--- config.mk ---
export PLATFORM = sky130hd
export DESIGN_NAME = ufcp_port
export DESIGN_NICKNAME = d
export VERILOG_FILES = /design/src/ufcp_pkg.sv /design/src/ufcp_port.sv /design/src/ufcp_rx_hold.sv
export SDC_FILE = /design/constraint.sdc
export NUM_CORES = 1
export LEC_CHECK = 0
export ABC_AREA = 1
export BUFFER_PORTS_ARGS = -buffer_cell sky130_fd_sc_hd__buf_2
export CORE_ASPECT_RATIO = 2
export CORE_MARGIN = 5
export CORE_UTILIZATION = 60
export CTS_BUF_LIST = sky130_fd_sc_hd__clkbuf_16
export DETAILED_ROUTE_END_ITERATION = 12
export PLACE_DENSITY = 0.81
export SYNTH_ARGS = -nofsm -noshare
export SYNTH_HDL_FRONTEND = slang
export SYNTH_SLANG_ARGS = --single-unit
--- constraint.sdc ---
create_clock -name core_clk -period 4.9 [get_ports core_clk]
set_clock_uncertainty 0.1 [all_clocks]
set_input_delay 0.735 -clock core_clk [delete_from_list [all_inputs] [get_ports core_clk]]
set_output_delay 0.735 -clock core_clk [all_outputs]
set_load 0.02 [all_outputs]
--- src/ufcp_pkg.sv ---
// Package for the serial port with flow control: frame layout, timing and carriers.
// Assumes a single 25 MHz core clock and an active-low asynchronous reset.
`default_nettype none
package ufcp_pkg;
  localparam int CLK_HZ = 25000000;
  localparam int MAX_BAUD = 1000000;
  localparam int MIN_DIV = CLK_HZ / MAX_BAUD;
  localparam int DATA_BITS = 8;
  localparam int DIV_W = 16;
  localparam logic [DIV_W-1:0] DIV_RESET = 16'h00D9;
  localparam logic PARITY_RESET = 1'b0;
  localparam logic FLOW_RESET = 1'b0;
  localparam logic [3:0] BITS_NOPAR = 4'h9;
  localparam logic [3:0] BITS_PAR = 4'hA;

  typedef struct packed {
    logic [DIV_W-1:0] baudDiv;
    logic parityEn;
    logic flowEn;
  } ufcp_cfg_type;

  typedef struct packed {
    logic frameErr;
    logic parityErr;
  } ufcp_rxerr_type;
endpackage
`default_nettype wire

--- src/ufcp_port.sv ---
// Serial port with optional hardware flow control, 8 data bits, even or no parity.
// Assumes configuration is static while frames are in flight.
// Overview of operation
// - Receive serial data on rxd, transmit serial data on txd.
// - ctsIn is flow control input, rtsOut is flow control output.
// - Flow control selectable on or off; off after reset.
// - With flow control on, in power saving or unable to accept, flow output driven OFF.
// - Programmable baud divider, rate 25 MHz divided by baudDiv, up to 1 Mbps.
// - Frame has 8 data bits, 1 stop bit, even parity or none.
// - After reset frame is 8N1.
`default_nettype none
module ufcp_port (
  input wire logic core_clk,
  input wire logic rst_n,
  input wire ufcp_pkg::ufcp_cfg_type cfg,
  input wire logic cfgLoad,
  input wire logic powerSave,
  input wire logic rxd,
  output logic txd,
  input wire logic ctsIn_n,
  output logic rtsOut_n,
  input wire logic txValid,
  input wire logic [7:0] txData,
  output logic txReady,
  output logic rxValid,
  output logic [7:0] rxData,
  output ufcp_pkg::ufcp_rxerr_type rxErr,
  input wire logic rxReady
);
  import ufcp_pkg::*;

  function automatic logic evenPar(input logic [7:0] d);
    return ^d;
  endfunction

  ufcp_cfg_type cfg_ff, nxt_cfg;
  always_comb begin
    nxt_cfg = cfg_ff;
    if (cfgLoad) begin
      nxt_cfg = cfg;
      if (cfg.baudDiv < DIV_W'(MIN_DIV)) begin
        nxt_cfg.baudDiv = DIV_W'(MIN_DIV);
      end
    end
  end
  always_ff @(posedge core_clk or negedge rst_n) begin
    if (!rst_n) begin
      cfg_ff <= '{baudDiv: DIV_RESET, parityEn: PARITY_RESET, flowEn: FLOW_RESET};
    end else begin
      cfg_ff <= nxt_cfg;
    end
  end

  // Three-stage synchronisers for pins
  logic [2:0] rxSync_ff, ctsSync_ff;
  logic rxIn_ff, nxt_rxIn, ctsIn_ff, nxt_ctsIn;
  always_comb begin
    nxt_rxIn = (rxSync_ff[1] == rxSync_ff[2]) ? rxSync_ff[2] : rxIn_ff;
    nxt_ctsIn = (ctsSync_ff[1] == ctsSync_ff[2]) ? ctsSync_ff[2] : ctsIn_ff;
  end
  always_ff @(posedge core_clk or negedge rst_n) begin
    if (!rst_n) begin
      rxSync_ff <= 3'h7;
      ctsSync_ff <= 3'h7;
      rxIn_ff <= 1'b1;
      ctsIn_ff <= 1'b1;
    end else begin
      rxSync_ff <= {rxSync_ff[1:0], rxd};
      ctsSync_ff <= {ctsSync_ff[1:0], ctsIn_n};
      rxIn_ff <= nxt_rxIn;
      ctsIn_ff <= nxt_ctsIn;
    end
  end

  // Transmitter
  typedef enum logic [1:0] {TX_IDLE, TX_SHIFT} ufcp_txst_type;
  ufcp_txst_type txSt_ff, nxt_txSt;
  logic [DIV_W-1:0] txCnt_ff, nxt_txCnt;
  logic [3:0] txBit_ff, nxt_txBit;
  logic [10:0] txSh_ff, nxt_txSh;
  logic txd_ff, nxt_txd;
  logic txAllowed;

  assign txAllowed = !cfg_ff.flowEn || !ctsIn_ff;
  assign txReady = (txSt_ff == TX_IDLE) && txAllowed;
  assign txd = txd_ff;

  always_comb begin
    nxt_txSt = txSt_ff;
    nxt_txCnt = txCnt_ff;
    nxt_txBit = txBit_ff;
    nxt_txSh = txSh_ff;
    nxt_txd = txd_ff;
    case (txSt_ff)
      TX_IDLE: begin
        nxt_txd = 1'b1;
        if (txValid && txAllowed) begin
          // Start, data LSB first, optional parity, stop
          nxt_txSh = cfg_ff.parityEn ? {1'b1, 1'b1, evenPar(txData), txData}
                                     : {1'b1, 1'b1, 1'b1, txData};
          nxt_txd = 1'b0;
          nxt_txCnt = cfg_ff.baudDiv - 16'h0001;
          nxt_txBit = cfg_ff.parityEn ? BITS_PAR : BITS_NOPAR;
          nxt_txSt = TX_SHIFT;
        end
      end
      TX_SHIFT: begin
        if (txCnt_ff == '0) begin
          nxt_txCnt = cfg_ff.baudDiv - 16'h0001;
          if (txBit_ff == 4'h0) begin
            nxt_txSt = TX_IDLE;
            nxt_txd = 1'b1;
          end else begin
            nxt_txd = txSh_ff[0];
            nxt_txSh = {1'b1, txSh_ff[10:1]};
            nxt_txBit = txBit_ff - 4'h1;
          end
        end else begin
          nxt_txCnt = txCnt_ff - 16'h0001;
        end
      end
      default: nxt_txSt = TX_IDLE;
    endcase
  end
  always_ff @(posedge core_clk or negedge rst_n) begin
    if (!rst_n) begin
      txSt_ff <= TX_IDLE;
      txCnt_ff <= '0;
      txBit_ff <= 4'h0;
      txSh_ff <= 11'h7FF;
      txd_ff <= 1'b1;
    end else begin
      txSt_ff <= nxt_txSt;
      txCnt_ff <= nxt_txCnt;
      txBit_ff <= nxt_txBit;
      txSh_ff <= nxt_txSh;
      txd_ff <= nxt_txd;
    end
  end

  // Receiver
  typedef enum logic [1:0] {RX_IDLE, RX_START, RX_SHIFT} ufcp_rxst_type;
  ufcp_rxst_type rxSt_ff, nxt_rxSt;
  logic [DIV_W-1:0] rxCnt_ff, nxt_rxCnt;
  logic [3:0] rxBit_ff, nxt_rxBit;
  logic [9:0] rxSh_ff, nxt_rxSh;
  logic rxDone;
  logic [9:0] rxWord;
  logic holdFull, holdEmpty;
  logic [9:0] holdOut;
  logic [8:0] dataPar;

  always_comb begin
    nxt_rxSt = rxSt_ff;
    nxt_rxCnt = rxCnt_ff;
    nxt_rxBit = rxBit_ff;
    nxt_rxSh = rxSh_ff;
    rxDone = 1'b0;
    rxWord = '0;
    dataPar = cfg_ff.parityEn ? rxSh_ff[8:0] : {1'b0, rxSh_ff[9:2]};
    case (rxSt_ff)
      RX_IDLE: begin
        if (!rxIn_ff) begin
          nxt_rxSt = RX_START;
          nxt_rxCnt = {1'b0, cfg_ff.baudDiv[DIV_W-1:1]};
        end
      end
      RX_START: begin
        if (rxCnt_ff == '0) begin
          if (rxIn_ff) begin
            nxt_rxSt = RX_IDLE;
          end else begin
            nxt_rxSt = RX_SHIFT;
            nxt_rxCnt = cfg_ff.baudDiv - 16'h0001;
            nxt_rxBit = cfg_ff.parityEn ? BITS_PAR : BITS_NOPAR;
          end
        end else begin
          nxt_rxCnt = rxCnt_ff - 16'h0001;
        end
      end
      RX_SHIFT: begin
        if (rxCnt_ff == '0) begin
          nxt_rxCnt = cfg_ff.baudDiv - 16'h0001;
          nxt_rxBit = rxBit_ff - 4'h1;
          nxt_rxSh = {rxIn_ff, rxSh_ff[9:1]};
          if (rxBit_ff == 4'h1) begin
            nxt_rxSt = RX_IDLE;
            rxDone = 1'b1;
            dataPar = cfg_ff.parityEn ? rxSh_ff[9:1] : {1'b0, rxSh_ff[9:2]};
            rxWord[7:0] = dataPar[7:0];
            rxWord[8] = !rxIn_ff;
            rxWord[9] = cfg_ff.parityEn && (evenPar(dataPar[7:0]) != dataPar[8]);
          end
        end else begin
          nxt_rxCnt = rxCnt_ff - 16'h0001;
        end
      end
      default: nxt_rxSt = RX_IDLE;
    endcase
  end
  always_ff @(posedge core_clk or negedge rst_n) begin
    if (!rst_n) begin
      rxSt_ff <= RX_IDLE;
      rxCnt_ff <= '0;
      rxBit_ff <= 4'h0;
      rxSh_ff <= '0;
    end else begin
      rxSt_ff <= nxt_rxSt;
      rxCnt_ff <= nxt_rxCnt;
      rxBit_ff <= nxt_rxBit;
      rxSh_ff <= nxt_rxSh;
    end
  end

  ufcp_rx_hold #(.WIDTH(10)) uHold (
    .core_clk(core_clk),
    .rst_n(rst_n),
    .wrEn(rxDone),
    .wrData(rxWord),
    .rdEn(rxReady),
    .rdData(holdOut),
    .full(holdFull),
    .empty(holdEmpty)
  );

  assign rxValid = !holdEmpty;
  assign rxData = holdOut[7:0];
  assign rxErr = '{frameErr: holdOut[8], parityErr: holdOut[9]};

  // Flow output: ON (low) when flow disabled, or when awake and space left
  logic rts_ff, nxt_rts;
  always_comb begin
    nxt_rts = 1'b0;
    if (cfg_ff.flowEn && (powerSave || holdFull)) begin
      nxt_rts = 1'b1;
    end
  end
  always_ff @(posedge core_clk or negedge rst_n) begin
    if (!rst_n) begin
      rts_ff <= 1'b0;
    end else begin
      rts_ff <= nxt_rts;
    end
  end
  assign rtsOut_n = rts_ff;
endmodule // ufcp_port
`default_nettype wire

--- src/ufcp_rx_hold.sv ---
// Two-word hold memory for received characters with registered read data.
// Assumes writer and reader sit on core_clk; a write while full is dropped.
`default_nettype none
module ufcp_rx_hold #(
  parameter int WIDTH = 10
) (
  input wire logic core_clk,
  input wire logic rst_n,
  input wire logic wrEn,
  input wire logic [WIDTH-1:0] wrData,
  input wire logic rdEn,
  output logic [WIDTH-1:0] rdData,
  output logic full,
  output logic empty
);
  logic [WIDTH-1:0] mem_ff [2];
  logic wrPtr_ff, nxt_wrPtr, rdPtr_ff, nxt_rdPtr;
  logic [1:0] cnt_ff, nxt_cnt;
  logic [WIDTH-1:0] rdData_ff, nxt_rdData;

  assign full = (cnt_ff == 2'h2);
  assign empty = (cnt_ff == 2'h0);
  assign rdData = rdData_ff;

  always_comb begin
    nxt_wrPtr = wrPtr_ff;
    nxt_rdPtr = rdPtr_ff;
    nxt_cnt = cnt_ff;
    nxt_rdData = rdData_ff;
    if (wrEn && !full) begin
      nxt_wrPtr = ~wrPtr_ff;
      // New word goes straight to the head when nothing older stays
      if (empty || (rdEn && cnt_ff == 2'h1)) begin
        nxt_rdData = wrData;
      end
    end
    if (rdEn && !empty) begin
      nxt_rdPtr = ~rdPtr_ff;
      if (!(wrEn && cnt_ff == 2'h1)) begin
        nxt_rdData = mem_ff[~rdPtr_ff];
      end
    end
    nxt_cnt = cnt_ff + {1'b0, (wrEn && !full)} - {1'b0, (rdEn && !empty)};
  end

  always_ff @(posedge core_clk or negedge rst_n) begin
    if (!rst_n) begin
      wrPtr_ff <= 1'b0;
      rdPtr_ff <= 1'b0;
      cnt_ff <= 2'h0;
      rdData_ff <= '0;
    end else begin
      wrPtr_ff <= nxt_wrPtr;
      rdPtr_ff <= nxt_rdPtr;
      cnt_ff <= nxt_cnt;
      rdData_ff <= nxt_rdData;
    end
  end

  always_ff @(posedge core_clk) begin
    if (wrEn && !full) begin
      mem_ff[wrPtr_ff] <= wrData;
    end
  end
endmodule // ufcp_rx_hold
`default_nettype wire

Yosys cells after proc, flatten, opt, wreduce, memory -nomap -nowiden
Memory sizes are Yosys's and may differ from the RTL's.
Cells that the tools add are included.

cells by class
  add/subtract/negate cells = 7
  magnitude comparators = 1
  eq/ne operators = 19
  muxes and demuxes = 51
  bitwise operators = 2
  reduce and logical (&&, ||, !) cells = 35

operator list
  cell                                                                            count
  16-bit two-way mux                                                              7
  10-bit two-way mux                                                              7
  16-bit one-hot mux with 3 select lines                                          1
  16-bit by 1-bit subtractor with 16-bit output (second input constant)           3
  11-bit two-way mux                                                              3
  16-bit zero test                                                                2
  16-bit one-hot mux with 2 select lines                                          1
  4-bit two-way mux                                                               6
  11-bit one-hot mux with 2 select lines                                          1
  2-bit two-way mux                                                               9
  9-bit two-way mux                                                               2
  16-bit by 5-bit less-than comparator with 1-bit output (second input constant)  1
  2-bit inequality test (second input constant)                                   8
  4-bit one-hot mux with 2 select lines                                           2
  8-bit parity                                                                    2
  4-bit AND reduction                                                             3
  1-bit two-way mux                                                               9
  1-bit logical AND                                                               8
  4-bit by 1-bit subtractor with 4-bit output (second input constant)             2
  2-bit by 1-bit equality test with 1-bit output (second input constant)          3
  2-bit zero test                                                                 3
  2-bit one-hot mux with 3 select lines                                           1
  2-bit AND reduction                                                             3
  3-bit AND reduction                                                             2
  other kinds (16)                                                                26

storage, ports and cells
  flip-flop bits (word level) = 107
  RAM bits = 20
  input port bits = 34
  output and inout bits = 14
  memories = 1

memory list
  name          depth  width  read ports  clocked after Yosys merged registers in  write ports  line                RTL
  uHold.mem_ff  2      10     1           0                                        1            ufcp_rx_hold.sv:16  logic [WIDTH-1:0] mem_ff [2];

Logic depth before layout (Yosys ltp)
Gate-level depths: netlist of run 1.

  word-level depth = 11
  mapped depth = 15
  mapped depth without buffers = 13

Modules after synthesis
A second synthesis of run 1 with hierarchy kept.

second synthesis, totals
  cells, all modules = 996
  area total of the unflattened synthesis = 7382.1 um^2

modules (own cells, without submodules)
  module        times used  cells each  area each (um^2)
  ufcp_port     1           828         5821.8
  ufcp_rx_hold  1           168         1560.2

Worst setup path before layout of run 1
OpenSTA, ideal clock, no wires.

  kind = flip-flop to flip-flop
  start = register rxCnt_ff[0]
  end = memory uHold.mem_ff[1][0] (enable)
  arrival = 2.085 ns
  data required time = 4.422 ns
  slack = 2.337 ns
  stages on the path, launching flop included = 9
  path buffers = 0
  cell sequence = dfrtp_1 inv_1 ha_1 nand4_2 nor3_4 nand3_4 nor2_2 inv_1 nor2_1

between the ends
  longest elaborated chain between the ends = 6

ends and longest elaborated chain
  what                                     line                RTL
  start: declaration                       ufcp_port.sv:144    logic [DIV_W-1:0] rxCnt_ff, nxt_rxCnt;
  start signal: assignment                 ufcp_port.sv:209    rxCnt_ff <= nxt_rxCnt;
  16-bit zero test                         ufcp_port.sv:182    if (rxCnt_ff == '0) begin
  1-bit two-way mux                        ufcp_port.sv:182
  1-bit two-way mux                        ufcp_port.sv:161    case (rxSt_ff)
  1-bit logical AND                        ufcp_rx_hold.sv:61  if (wrEn && !full) begin
  1-bit two-way mux                        ufcp_rx_hold.sv:61
  1-bit two-way mux (not written as such)  ufcp_rx_hold.sv:62  mem_ff[wrPtr_ff] <= wrData;
  end: declaration                         ufcp_rx_hold.sv:16

No other way between the ends.

Worst setup path in the final report of run 1
  start = register rxCnt_ff[0]
  end = memory uHold.mem_ff[1][3] (enable)

The elaborated chain is that of the path after synthesis.

==> results of run 1 <==
## per-layer routing
metal,track usage,routed length [um],vias to the layer above
met5,0,0,-
met4,0.0837,342,0
met3,0.0501,870,33
met2,0.416,8550,210
met1,0.310,6690,2828
li1,-,-,2942
## cells by family after synthesis
kind of cell,synth area share
AOI/OAI and AO/OA,0.150
xor gates and xnor gates,0.0425
adders and majority gates,0.0279
buffers and inverters,0.0681
DFF,0.458
muxes,0.00625
and+or+nand+nor,0.247
## flip-flops by register name, summed over array words and instances (netlist names), 2 cells and up
| name | count |
|---|---|
| txCnt_ff | 16 |
| cfg_ff | 18 |
| rxSync_ff | 3 |
| uHold.cnt_ff | 2 |
| rxSh_ff | 9 |
| ctsSync_ff | 3 |
| txBit_ff | 4 |
| txSh_ff | 9 |
| uHold.mem_ff | 20 |
| rxCnt_ff | 16 |
| uHold.rdData | 10 |
| rxBit_ff | 4 |
| rxSt_ff | 2 |
## power by group through the flow
stage                     clock, mW  combinational [mW]  sequential (mW)
after global routing           1.28                1.31             1.37
after detailed placement          0                1.14             1.37
final                          1.23                1.17             1.35
after floorplan                   0               0.855             1.37
after global placement            0                1.12             1.36
after CTS                      1.23                1.15             1.35
## stage by stage
stage / instance area, um^2 / utilization
after global placement: 7280 / 0.630
after global routing: 7870 / 0.681
after floorplan: 7000 / -
after detailed placement: 7280 / 0.630
after CTS: 7870 / 0.681
final: 7870 / 0.681
## final cells by class
| cell class | count | area [um^2] | area share |
|---|---|---|---|
| clock inverter | 13 | 114 | 0.0145 |
| timing repair buffer | 48 | 245 | 0.0312 |
| sequential | 123 | 3210 | 0.408 |
| tap | 145 | 181 | 0.0231 |
| multi-input combinational | 636 | 3320 | 0.422 |
| clock buffer | 19 | 475 | 0.0604 |
| inverter | 87 | 327 | 0.0415 |
## critical path, delay by kind of cell, from the launching register on
family                     cells  cell delay [ps]
adders and majority gates      1              250
buffers and inverters          2              230
DFF                            1              380
and+or+nand+nor                5             1980
## Yosys cell counts, drive strengths merged, types with 2 or more instances
cell type / number
dfstp: 23
o311ai: 2
mux2: 3
xor2: 23
a31oi: 15
a22oi: 3
clkbuf: 16
ha: 14
nor2: 115
a221oi: 2
inv: 84
clkinv: 3
edfxtp: 20
nor3: 8
a22o: 2
xnor2: 11
maj3: 2
buf: 11
a21oi: 48
nand3: 23
o22ai: 4
dfrtp: 80
nor4: 3
o21ai: 86
o211ai: 9
nand2: 240
nand4: 12
## worst max path at each step
stage,endpoint,slack (ps),start
after floorplan,uHold.mem_ff[1][0]$_DFFE_PP_,2340,rxCnt_ff[0]$_DFFE_PN0P_
after global placement,uHold.mem_ff[1][1]$_DFFE_PP_,1830,rxCnt_ff[0]$_DFFE_PN0P_
after detailed placement,uHold.mem_ff[1][3]$_DFFE_PP_,1650,rxCnt_ff[0]$_DFFE_PN0P_
after CTS,uHold.mem_ff[1][3]$_DFFE_PP_,1610,rxCnt_ff[0]$_DFFE_PN0P_
after global routing,uHold.mem_ff[1][3]$_DFFE_PP_,1360,rxCnt_ff[0]$_DFFE_PN0P_
final,uHold.mem_ff[1][3]$_DFFE_PP_,1580,rxCnt_ff[0]$_DFFE_PN0P_
==> summary.txt, run 1 <==
Setup path
  – R2r worst-path depth: 8
  – WP data required: 4840 ps
  – Most frequent CP cell: inv_1
  – Setup crit start kind: register
  – CP Capture Type: register
  – CP max stage cell: nor2_1
  – Crit-path max FO: 14
  – Reg-to-Reg End: uHold.mem_ff[1][3]$_DFFE_PP_
  – Worst r2r src: rxCnt_ff[0]$_DFFE_PN0P_
  – R2R Setup Slk: 1580 ps
  – Worst Path Arrival: 3260 ps
  – Crit-path cells: inv_1 -> ha_1 -> nand4_2 -> nor3_4 -> nand3_4 -> nor2_2 -> inv_1 -> nor2_1
  – Max stage delay on crit path: 730 ps
  – Critical path type: reg -> reg

Flow run
  – Max Cap Viol: 0

Synthesis
  – Sequential cell area fraction in the yosys report: 0.458
  – Post-synth top area share: 0.286
  – Synth Register Bits: 123
  – Yosys cell types: 56
  – Synth top area cells: dfrtp_1 (29%), nand2_1 (13%), dfstp_2 (8.6%), edfxtp_1 (8.6%), nor2_1 (5.6%)
  – Avg Inst Size Synth: 8.02 um^2
  – Ys flop type: dfrtp_1
  – Yosys Warn Count: 0
  – Synth area leader: dfrtp_1
  – Syn nets: 921
  – Post-synth EDFFs: 20
  – Post-synth ARST share: 0.837
  – Synthesized area: 0.00700 mm^2
  – Cell count after synthesis: 873

STA
  – Hold WS: 258 ps
  – Worst Tran Pin Value: 1030 ps
  – Crit path time final: 3320 ps
  – Final worst slack: 1580 ps
  – Setup TNS Final: 0 ps
  – RSZ-0062 raised after global routing: no
  – Final period utilization: 0.678
  – Fin. Hold Viols: 0
  – Fmax achieved: 301 MHz
  – Slew Limit Headroom: 0.316
  – Setup violators final: 0
  – Slew Viols, Final: 0

Power and ir drop
  – Comb pwr share: 0.312
  – Net Sw Power: 1.38 mW
  – VDD IR max: 0.354 mV
  – Sw frac: 0.369
  – Clk pwr share: 0.327
  – Seq pwr share: 0.361
  – Internal power: 2.36 mW
  – Lkg Pwr: 3.57 nW
  – Power consumption: 3.74 mW
  – Pwr dens: 476 mW/mm^2

Die
  – Die Height: 163 um
  – Core outline area: 0.0116 mm^2
  – Die area: 0.0141 mm^2
  – DIE WIDTH: 86.4 um
  – Ports: 48
  – Placement Rows: 56
  – Initial Utilization: 0.606

Global route
  – Number of global-route vias before repair: 5885
  – GR Util All Layers: 0.246
  – Initial antenna violation count: 0
  – First-pass GRT wire length: 27600 um
  – Largest net degree at the start of global routing: 66
  – Grt ovf: 0

Detailed routing
  – Via Count: 6013
  – WL/cell: 15.4 um
  – Drt pass-1 iters: 5
  – Routed WL: 16400 um
  – Routed vias/inst: 5.61
  – DRC viols: 0
  – Routed Antenna Nets: 0
  – Drt initial violations: 465

Min path
  – Hold depth: 0
  – Hold WC Path Type: reg -> reg
  – Hold EP: rxSync_ff[1]$_DFF_PN1_
  – Worst Hold Launch: rxSync_ff[0]$_DFF_PN1_

Place
  – Port bufs: 47
  – Setup slack at placement: 1650 ps
  – HPWL after DPL: 11500 um
  – Inst Count DP: 1039
  – RePlAce Congestion: 0.994

Cells and area
  – Nets: 961
  – Fillers: 913
  – Fraction of layout cells with a size suffix above 1: 0.151
  – Commonest non-fill, non-tap cell in the layout: nand2_1
  – Area grow syn2layout: 12.4%
  – Commonest non-fill, non-tap cells in the layout: nand2_1 (238), nor2_1 (105), inv_1 (85)
  – Non-filler cells in the finished layout: 1071
  – Ant. Diodes: 0

Clock network
  – CTS tree: yes
  – H-Tree Depth: 4
  – Clk slew on worst S/H paths: 60 ps
  – Clock sink count: 123
  – Clock buffer depth: 2
  – Clock Latency Late Sink: 410 ps
  – Clock buffer count from CTS: 17
  – PostCTS Resize Cnt: 0
  – Hold Buf Count CTS: 0
  – Post-CTS setup buffer count: 0
  – Clk Tree Root Cell: clkbuf_16

Status
  – Status: complete, no violations
No activity file was read; power rests on OpenSTA's default activity.
==> inputs of run 2 (changes only) <==
==> constraint.sdc (replaced) <==
create_clock -name core_clk -period 3.25 [get_ports core_clk]
set_clock_uncertainty 0.1 [all_clocks]
set_input_delay 0.4875 -clock core_clk [delete_from_list [all_inputs] [get_ports core_clk]]
set_output_delay 0.4875 -clock core_clk [all_outputs]
set_load 0.02 [all_outputs]
==> summary.txt, run 2 (synthesis gave the netlist of run 1 again) <==
STA
  – Slew Viols, Final: 0
  – Crit path time final: 2560 ps
  – Slew Limit Headroom: 0.382
  – Final worst slack: 688 ps
  – Setup TNS Final: 0 ps
  – Fmax achieved: 390 MHz
  – Worst Tran Pin Value: 918 ps
  – Final period utilization: 0.788
  – Setup violators final: 0
  – RSZ-0062 raised after global routing: no
  – Hold WS: 61.5 ps
  – Fin. Hold Viols: 0

Global route
  – Largest net degree at the start of global routing: 57
  – Number of global-route vias before repair: 6163
  – Initial antenna violation count: 0
  – First-pass GRT wire length: 28300 um
  – Grt ovf: 0
  – GR Util All Layers: 0.255

Setup path
  – R2R Setup Slk: 690 ps
  – Reg-to-Reg End: uHold.mem_ff[0][9]$_DFFE_PP_
  – Worst r2r src: cfg_ff[1]$_DFFE_PN0P_
  – Most frequent CP cell: nand2_1
  – Crit-path max FO: 19
  – Setup crit start kind: register
  – Max stage delay on crit path: 670 ps
  – Critical path type: reg -> reg
  – Setup crit start: cfg_ff[1]$_DFFE_PN0P_
  – Crit-path cells: clkinv_1 -> o21ai_0 -> nand2_1 -> nand2_1 -> nand2_1 -> nand2_1 -> nand2_1 -> nand2_1 -> nand2_1 -> and3_1
  – Worst setup endpoint: uHold.mem_ff[0][9]$_DFFE_PP_
  – CP max stage cell: dfrtp_1
  – CP Capture Type: register
  – Worst Path Arrival: 2630 ps
  – WP data required: 3320 ps
  – R2r worst-path depth: 10

Detailed routing
  – Met3 WL: 961 um
  – Drt pass-1 iters: 5
  – Drt initial violations: 557
  – DRC viols: 0
  – WL met1: 6720 um
  – Routed vias/inst: 5.67
  – Routed WL: 16800 um
  – Via Count: 6126
  – Routed Antenna Nets: 0
  – Met2 Wirelength: 8460 um
  – Max layer used: met4
  – WL/cell: 15.5 um

Clock network
  – CTS tree: yes
  – Clock buffer count from CTS: 17
  – Clock Latency Late Sink: 430 ps
  – PostCTS Resize Cnt: 0
  – H-Tree Depth: 4
  – Post-CTS setup buffer count: 0
  – Clock sink count: 123
  – Clk Tree Root Cell: clkbuf_16
  – Clk slew on worst S/H paths: 60 ps
  – Clock buffer depth: 2

Power and ir drop
  – Lkg Pwr: 3.63 nW
  – VDD IR max: 0.504 mV
  – Pwr dens: 729 mW/mm^2
  – Power consumption: 5.82 mW

Flow run
  – Max Cap Viol: 0

Cells and area
  – Final Util: 0.691
  – Max reg flops: 20
  – Commonest non-fill, non-tap cells in the layout: nand2_1 (238), nor2_1 (105), inv_1 (84)
  – Fraction of layout cells with a size suffix above 1: 0.161
  – Ant. Diodes: 0
  – Commonest non-fill, non-tap cell in the layout: nand2_1
  – Cell area after layout: 0.00798 mm^2
  – Non-filler cells in the finished layout: 1081
  – Largest regs: uHold.mem_ff x20, cfg_ff x18
  – Largest register by flop count: uHold.mem_ff
  – Area grow syn2layout: 14.0%
  – Nets: 971

Die
  – Core outline area: 0.0116 mm^2
  – Die Height: 163 um
  – Initial Utilization: 0.606
  – Ports: 48
  – DIE WIDTH: 86.4 um
  – Die area: 0.0141 mm^2
  – Placement Rows: 56

Place
  – Setup slack at placement: 730 ps
  – Placed cell area: 0.00736 mm^2
  – Port bufs: 47
  – RePlAce Congestion: 0.994
  – Inst Count DP: 1048
  – HPWL after DPL: 11700 um

Status
  – Status: complete, no violations

Min path
  – Hold WC Path Type: in -> reg
==> run 2: cell types whose count changed in the layout (fill, tap and decap cells not counted), sizes merged <==
cell / before / now
buf: 48 / 57
bufinv: 1 / 3
clkbuf: 19 / 17
clkinv: 8 / 7
dlygate4sd3: 0 / 1
inv: 89 / 90
==> run 2: where the power goes <==
group	switching, mW	internal (mW)	total, mW	leakage (nW)
clock network	0.750	1.22	1.97	0.298
registers	0.245	1.80	2.05	1.40
logic	1.17	0.636	1.80	1.94
total	2.16	3.66	5.82	3.63
==> run 2: layout make-up <==
cell class / instances / area, um^2
well taps: 145 / 181
inverters: 87 / 327
repair buffers: 58 / 335
fillers: 911 / 3580
clock buffers: 17 / 425
clock inverters: 15 / 190
multi-input cells: 636 / 3320
flip-flops and latches: 123 / 3210
==> run 2: repair_timing <==
item                                    in CTS  in global routing
endpoints found under the setup margin       0                  0
hold endpoints to repair                     5                  0
hold buffers                                 1                  0
==> run 2: worst min path at each step <==
stage	slack, ps	end	cells after the start	from
3_3_place_gp	250	rxSync_ff[1]$_DFF_PN1_	0	rxSync_ff[0]$_DFF_PN1_
6_report	60	ctsSync_ff[0]$_DFF_PN1_	1	ctsIn_n
2_1_floorplan	90	cfg_ff[0]$_DFFE_PN0P_	0	rst_n
3_5_place_dp	250	ctsSync_ff[1]$_DFF_PN1_	0	ctsSync_ff[0]$_DFF_PN1_
5_1_grt	60	rxSync_ff[0]$_DFF_PN1_	1	rxd
4_1_cts	60	ctsSync_ff[0]$_DFF_PN1_	1	ctsIn_n
==> run 2: metal layers <==
layer	up-vias	GRT usage
li1	2966	-
met1	2871	0.317
met2	223	0.417
met3	66	0.0511
met4	0	0.125
met5	-	0
==> run 2: critical path: cells and delay by family (launching register included) <==
kind | cells | cell delay, ps
flops | 1 | 670
buf+inv | 1 | 240
simple gates | 8 | 810
compound gates | 1 | 490
==> inputs of run 3 (changes only) <==
--- a/config.mk
+++ b/config.mk
@@ -9,10 +9,10 @@
 export BUFFER_PORTS_ARGS = -buffer_cell sky130_fd_sc_hd__buf_2
 export CORE_ASPECT_RATIO = 2
 export CORE_MARGIN = 5
-export CORE_UTILIZATION = 60
+export CORE_UTILIZATION = 55
 export CTS_BUF_LIST = sky130_fd_sc_hd__clkbuf_16
 export DETAILED_ROUTE_END_ITERATION = 12
-export PLACE_DENSITY = 0.81
+export PLACE_DENSITY = 0.78
 export SYNTH_ARGS = -nofsm -noshare
 export SYNTH_HDL_FRONTEND = slang
 export SYNTH_SLANG_ARGS = --single-unit
==> constraint.sdc (replaced) <==
create_clock -name core_clk -period 2.2 [get_ports core_clk]
set_clock_uncertainty 0.1 [all_clocks]
set_input_delay 0.33 -clock core_clk [delete_from_list [all_inputs] [get_ports core_clk]]
set_output_delay 0.33 -clock core_clk [all_outputs]
set_load 0.02 [all_outputs]
==> summary.txt, run 3 (synthesis gave the netlist of run 1 again) <==
Status
  – Status: complete, no violations

STA
  – Slew Viols, Final: 0
  – Worst Tran Pin Value: 531 ps
  – Fin. Hold Viols: 0
  – Crit path time final: 2130 ps
  – Slew Limit Headroom: 0.646
  – Fmax achieved: 469 MHz
  – Final period utilization: 0.969
  – Setup violators final: 0
  – RSZ-0062 raised after global routing: yes

Detailed routing
  – Drt initial violations: 263
  – Routed WL: 17400 um
  – Via Count: 6174
  – DRC viols: 0
  – WL/cell: 15.6 um
  – Routed vias/inst: 5.54
  – Drt pass-1 iters: 5
  – Routed Antenna Nets: 0

Power and ir drop
  – VDD IR max: 0.726 mV
  – Power consumption: 8.80 mW
  – Lkg Pwr: 3.78 nW
  – Pwr dens: 1060 mW/mm^2

Setup path
  – Max stage delay on crit path: 400 ps
  – CP Capture Type: register
  – CP max stage cell: dfrtp_1
  – Crit-path max FO: 11
  – Worst path top cell family by delay: simple AND/OR/NAND/NOR gates
  – Crit-path cells: inv_2 -> ha_4 -> nand4_2 -> nor3_4 -> nand3_4 -> nor2_4 -> inv_1 -> nor2_4
  – Setup crit start kind: register
  – Most frequent CP cell: nor2_4
  – Worst Path Buf+Inv: 2
  – Worst Path Arrival: 2120 ps
  – WP data required: 2190 ps
  – Critical path type: reg -> reg

Cells and area
  – Area occupied by multi-input gates: 0.00336 mm^2
  – Area grow syn2layout: 18.6%
  – Nets: 1000
  – Largest register by flop count: uHold.mem_ff
  – Ant. Diodes: 0
  – Fillers: 1041
  – Commonest non-fill, non-tap cell in the layout: nand2_1
  – Max reg flops: 20
  – Commonest non-fill, non-tap cells in the layout: nand2_1 (237), nor2_1 (102), inv_1 (80), dfrtp_1 (80), o21ai_0 (75)
  – Non-filler cells in the finished layout: 1115
  – Largest regs: uHold.mem_ff x20, cfg_ff x18
  – Register Area: 0.00321 mm^2
  – Fraction of layout cells with a size suffix above 1: 0.193

Clock network
  – H-Tree Depth: 4
  – CTS tree: yes
  – Clk Tree Root Cell: clkbuf_16
  – Clock buffer depth: 2
  – Clock Latency Late Sink: 420 ps
  – Clock sink count: 123
  – Clock buffer count from CTS: 17
  – Clk slew on worst S/H paths: 60 ps

Place
  – Port bufs: 47
  – HPWL after DPL: 12700 um
  – RePlAce Congestion: 0.985
  – Inst Count DP: 1076

Die
  – Core outline area: 0.0126 mm^2
  – DIE WIDTH: 89.8 um
  – Initial Utilization: 0.558
  – Die area: 0.0152 mm^2
  – Placement Rows: 58
  – Die Height: 170 um
  – Ports: 48

Min path
  – Hold WC Path Type: in -> reg

Global route
  – First-pass GRT wire length: 28900 um
  – Number of global-route vias before repair: 6280
  – Largest net degree at the start of global routing: 57
  – Grt ovf: 0
  – Initial antenna violation count: 0
  – GR Util All Layers: 0.234

Flow run
  – Max Cap Viol: 0
run 3: changes by cell type in the layout (fill, tap and decap cells not counted), moves of 3 or more:
cell / before / now
clkinv_2: 0 / 3
inv_1: 84 / 80
nor2_4: 4 / 7
clkinv_4: 4 / 1
nor2_1: 105 / 102
buf_4: 10 / 31
buf_12: 1 / 5
run 3: routing by layer:
| metal | share of wire | wire [um] | up-vias | track usage |
|---|---|---|---|---|
| met2 | 0.58 | 10200 | 158 | 0.467 |
| met1 | 0.34 | 5930 | 2935 | 0.220 |
| li1 | - | - | 3026 | - |
| met4 | 0.045 | 777 | 0 | 0.122 |
| met3 | 0.033 | 580 | 55 | 0.0413 |
| met5 | 0 | 0 | - | 0 |
run 3: stage by stage:
stage | util | setup slack, ps | cell area (um^2) | TNS, ps | hold slack, ps
final | 0.662 | 68.7 | 8310 | 0 | 21.7
after global placement | 0.603 | 103 | 7570 | 0 | 71.9
after global routing | 0.662 | -3.62 | 8310 | -7.84 | 24.9
after detailed placement | 0.603 | 38.4 | 7570 | 0 | 71.4
after floorplan | - | 19.8 | 7020 | 0 | -65.6
after CTS | 0.657 | 18.3 | 8250 | 0 | 9.47
run 3: path summary, 6_finish.rpt:
check / startpoint / end / slack [ps] / cells past startpoint
max: rxCnt_ff[0]$_DFFE_PN0P_ / uHold.mem_ff[1][6]$_DFFE_PP_ / 70 / 8
min: cfg[0] / cfg_ff[0]$_DFFE_PN0P_ / 20 / 3
max reg2reg: rxCnt_ff[0]$_DFFE_PN0P_ / uHold.mem_ff[1][6]$_DFFE_PP_ / 70 / 8
min reg2reg: ctsSync_ff[0]$_DFF_PN1_ / ctsSync_ff[1]$_DFF_PN1_ / 250 / 0
max in group asynchronous: rst_n / txSh_ff[0]$_DFFE_PN1P_ / 1080 / 3
min in group asynchronous: rst_n / uHold.rdData[2]$_DFF_PN0_ / 180 / 2
run 3: final cells by class:
| class | count | area share |
|---|---|---|
| clock buffers | 19 | 0.0572 |
| clock inverters | 13 | 0.0161 |
| inverters | 87 | 0.0398 |
| multi-input cells | 636 | 0.405 |
| flip-flops and latches | 123 | 0.386 |
| well taps | 150 | 0.0226 |
| repair buffers | 86 | 0.0728 |
| repair inverters | 1 | 0.000904 |
run 3: tightest hold or removal path, delay by kind of cell:
family	cells	cell delay [ps]
and+or+nand+nor	1	40
buffers and inverters	1	80
AOI/OAI and AO/OA	1	60
run 3: what timing repair did:
item,CTS,global route
resized for setup,0,13
cloned,0,1
pin swaps,1,2
endpoints found under the setup margin,3,40
setup buffers,2,1
endpoints found under the hold margin,59,0
hold buffers,3,0
run 3: where the power goes:
part	switching, mW	internal (mW)
clock	1.06	1.80
combinational	1.83	1.12
sequential	0.335	2.66
total	3.22	5.58
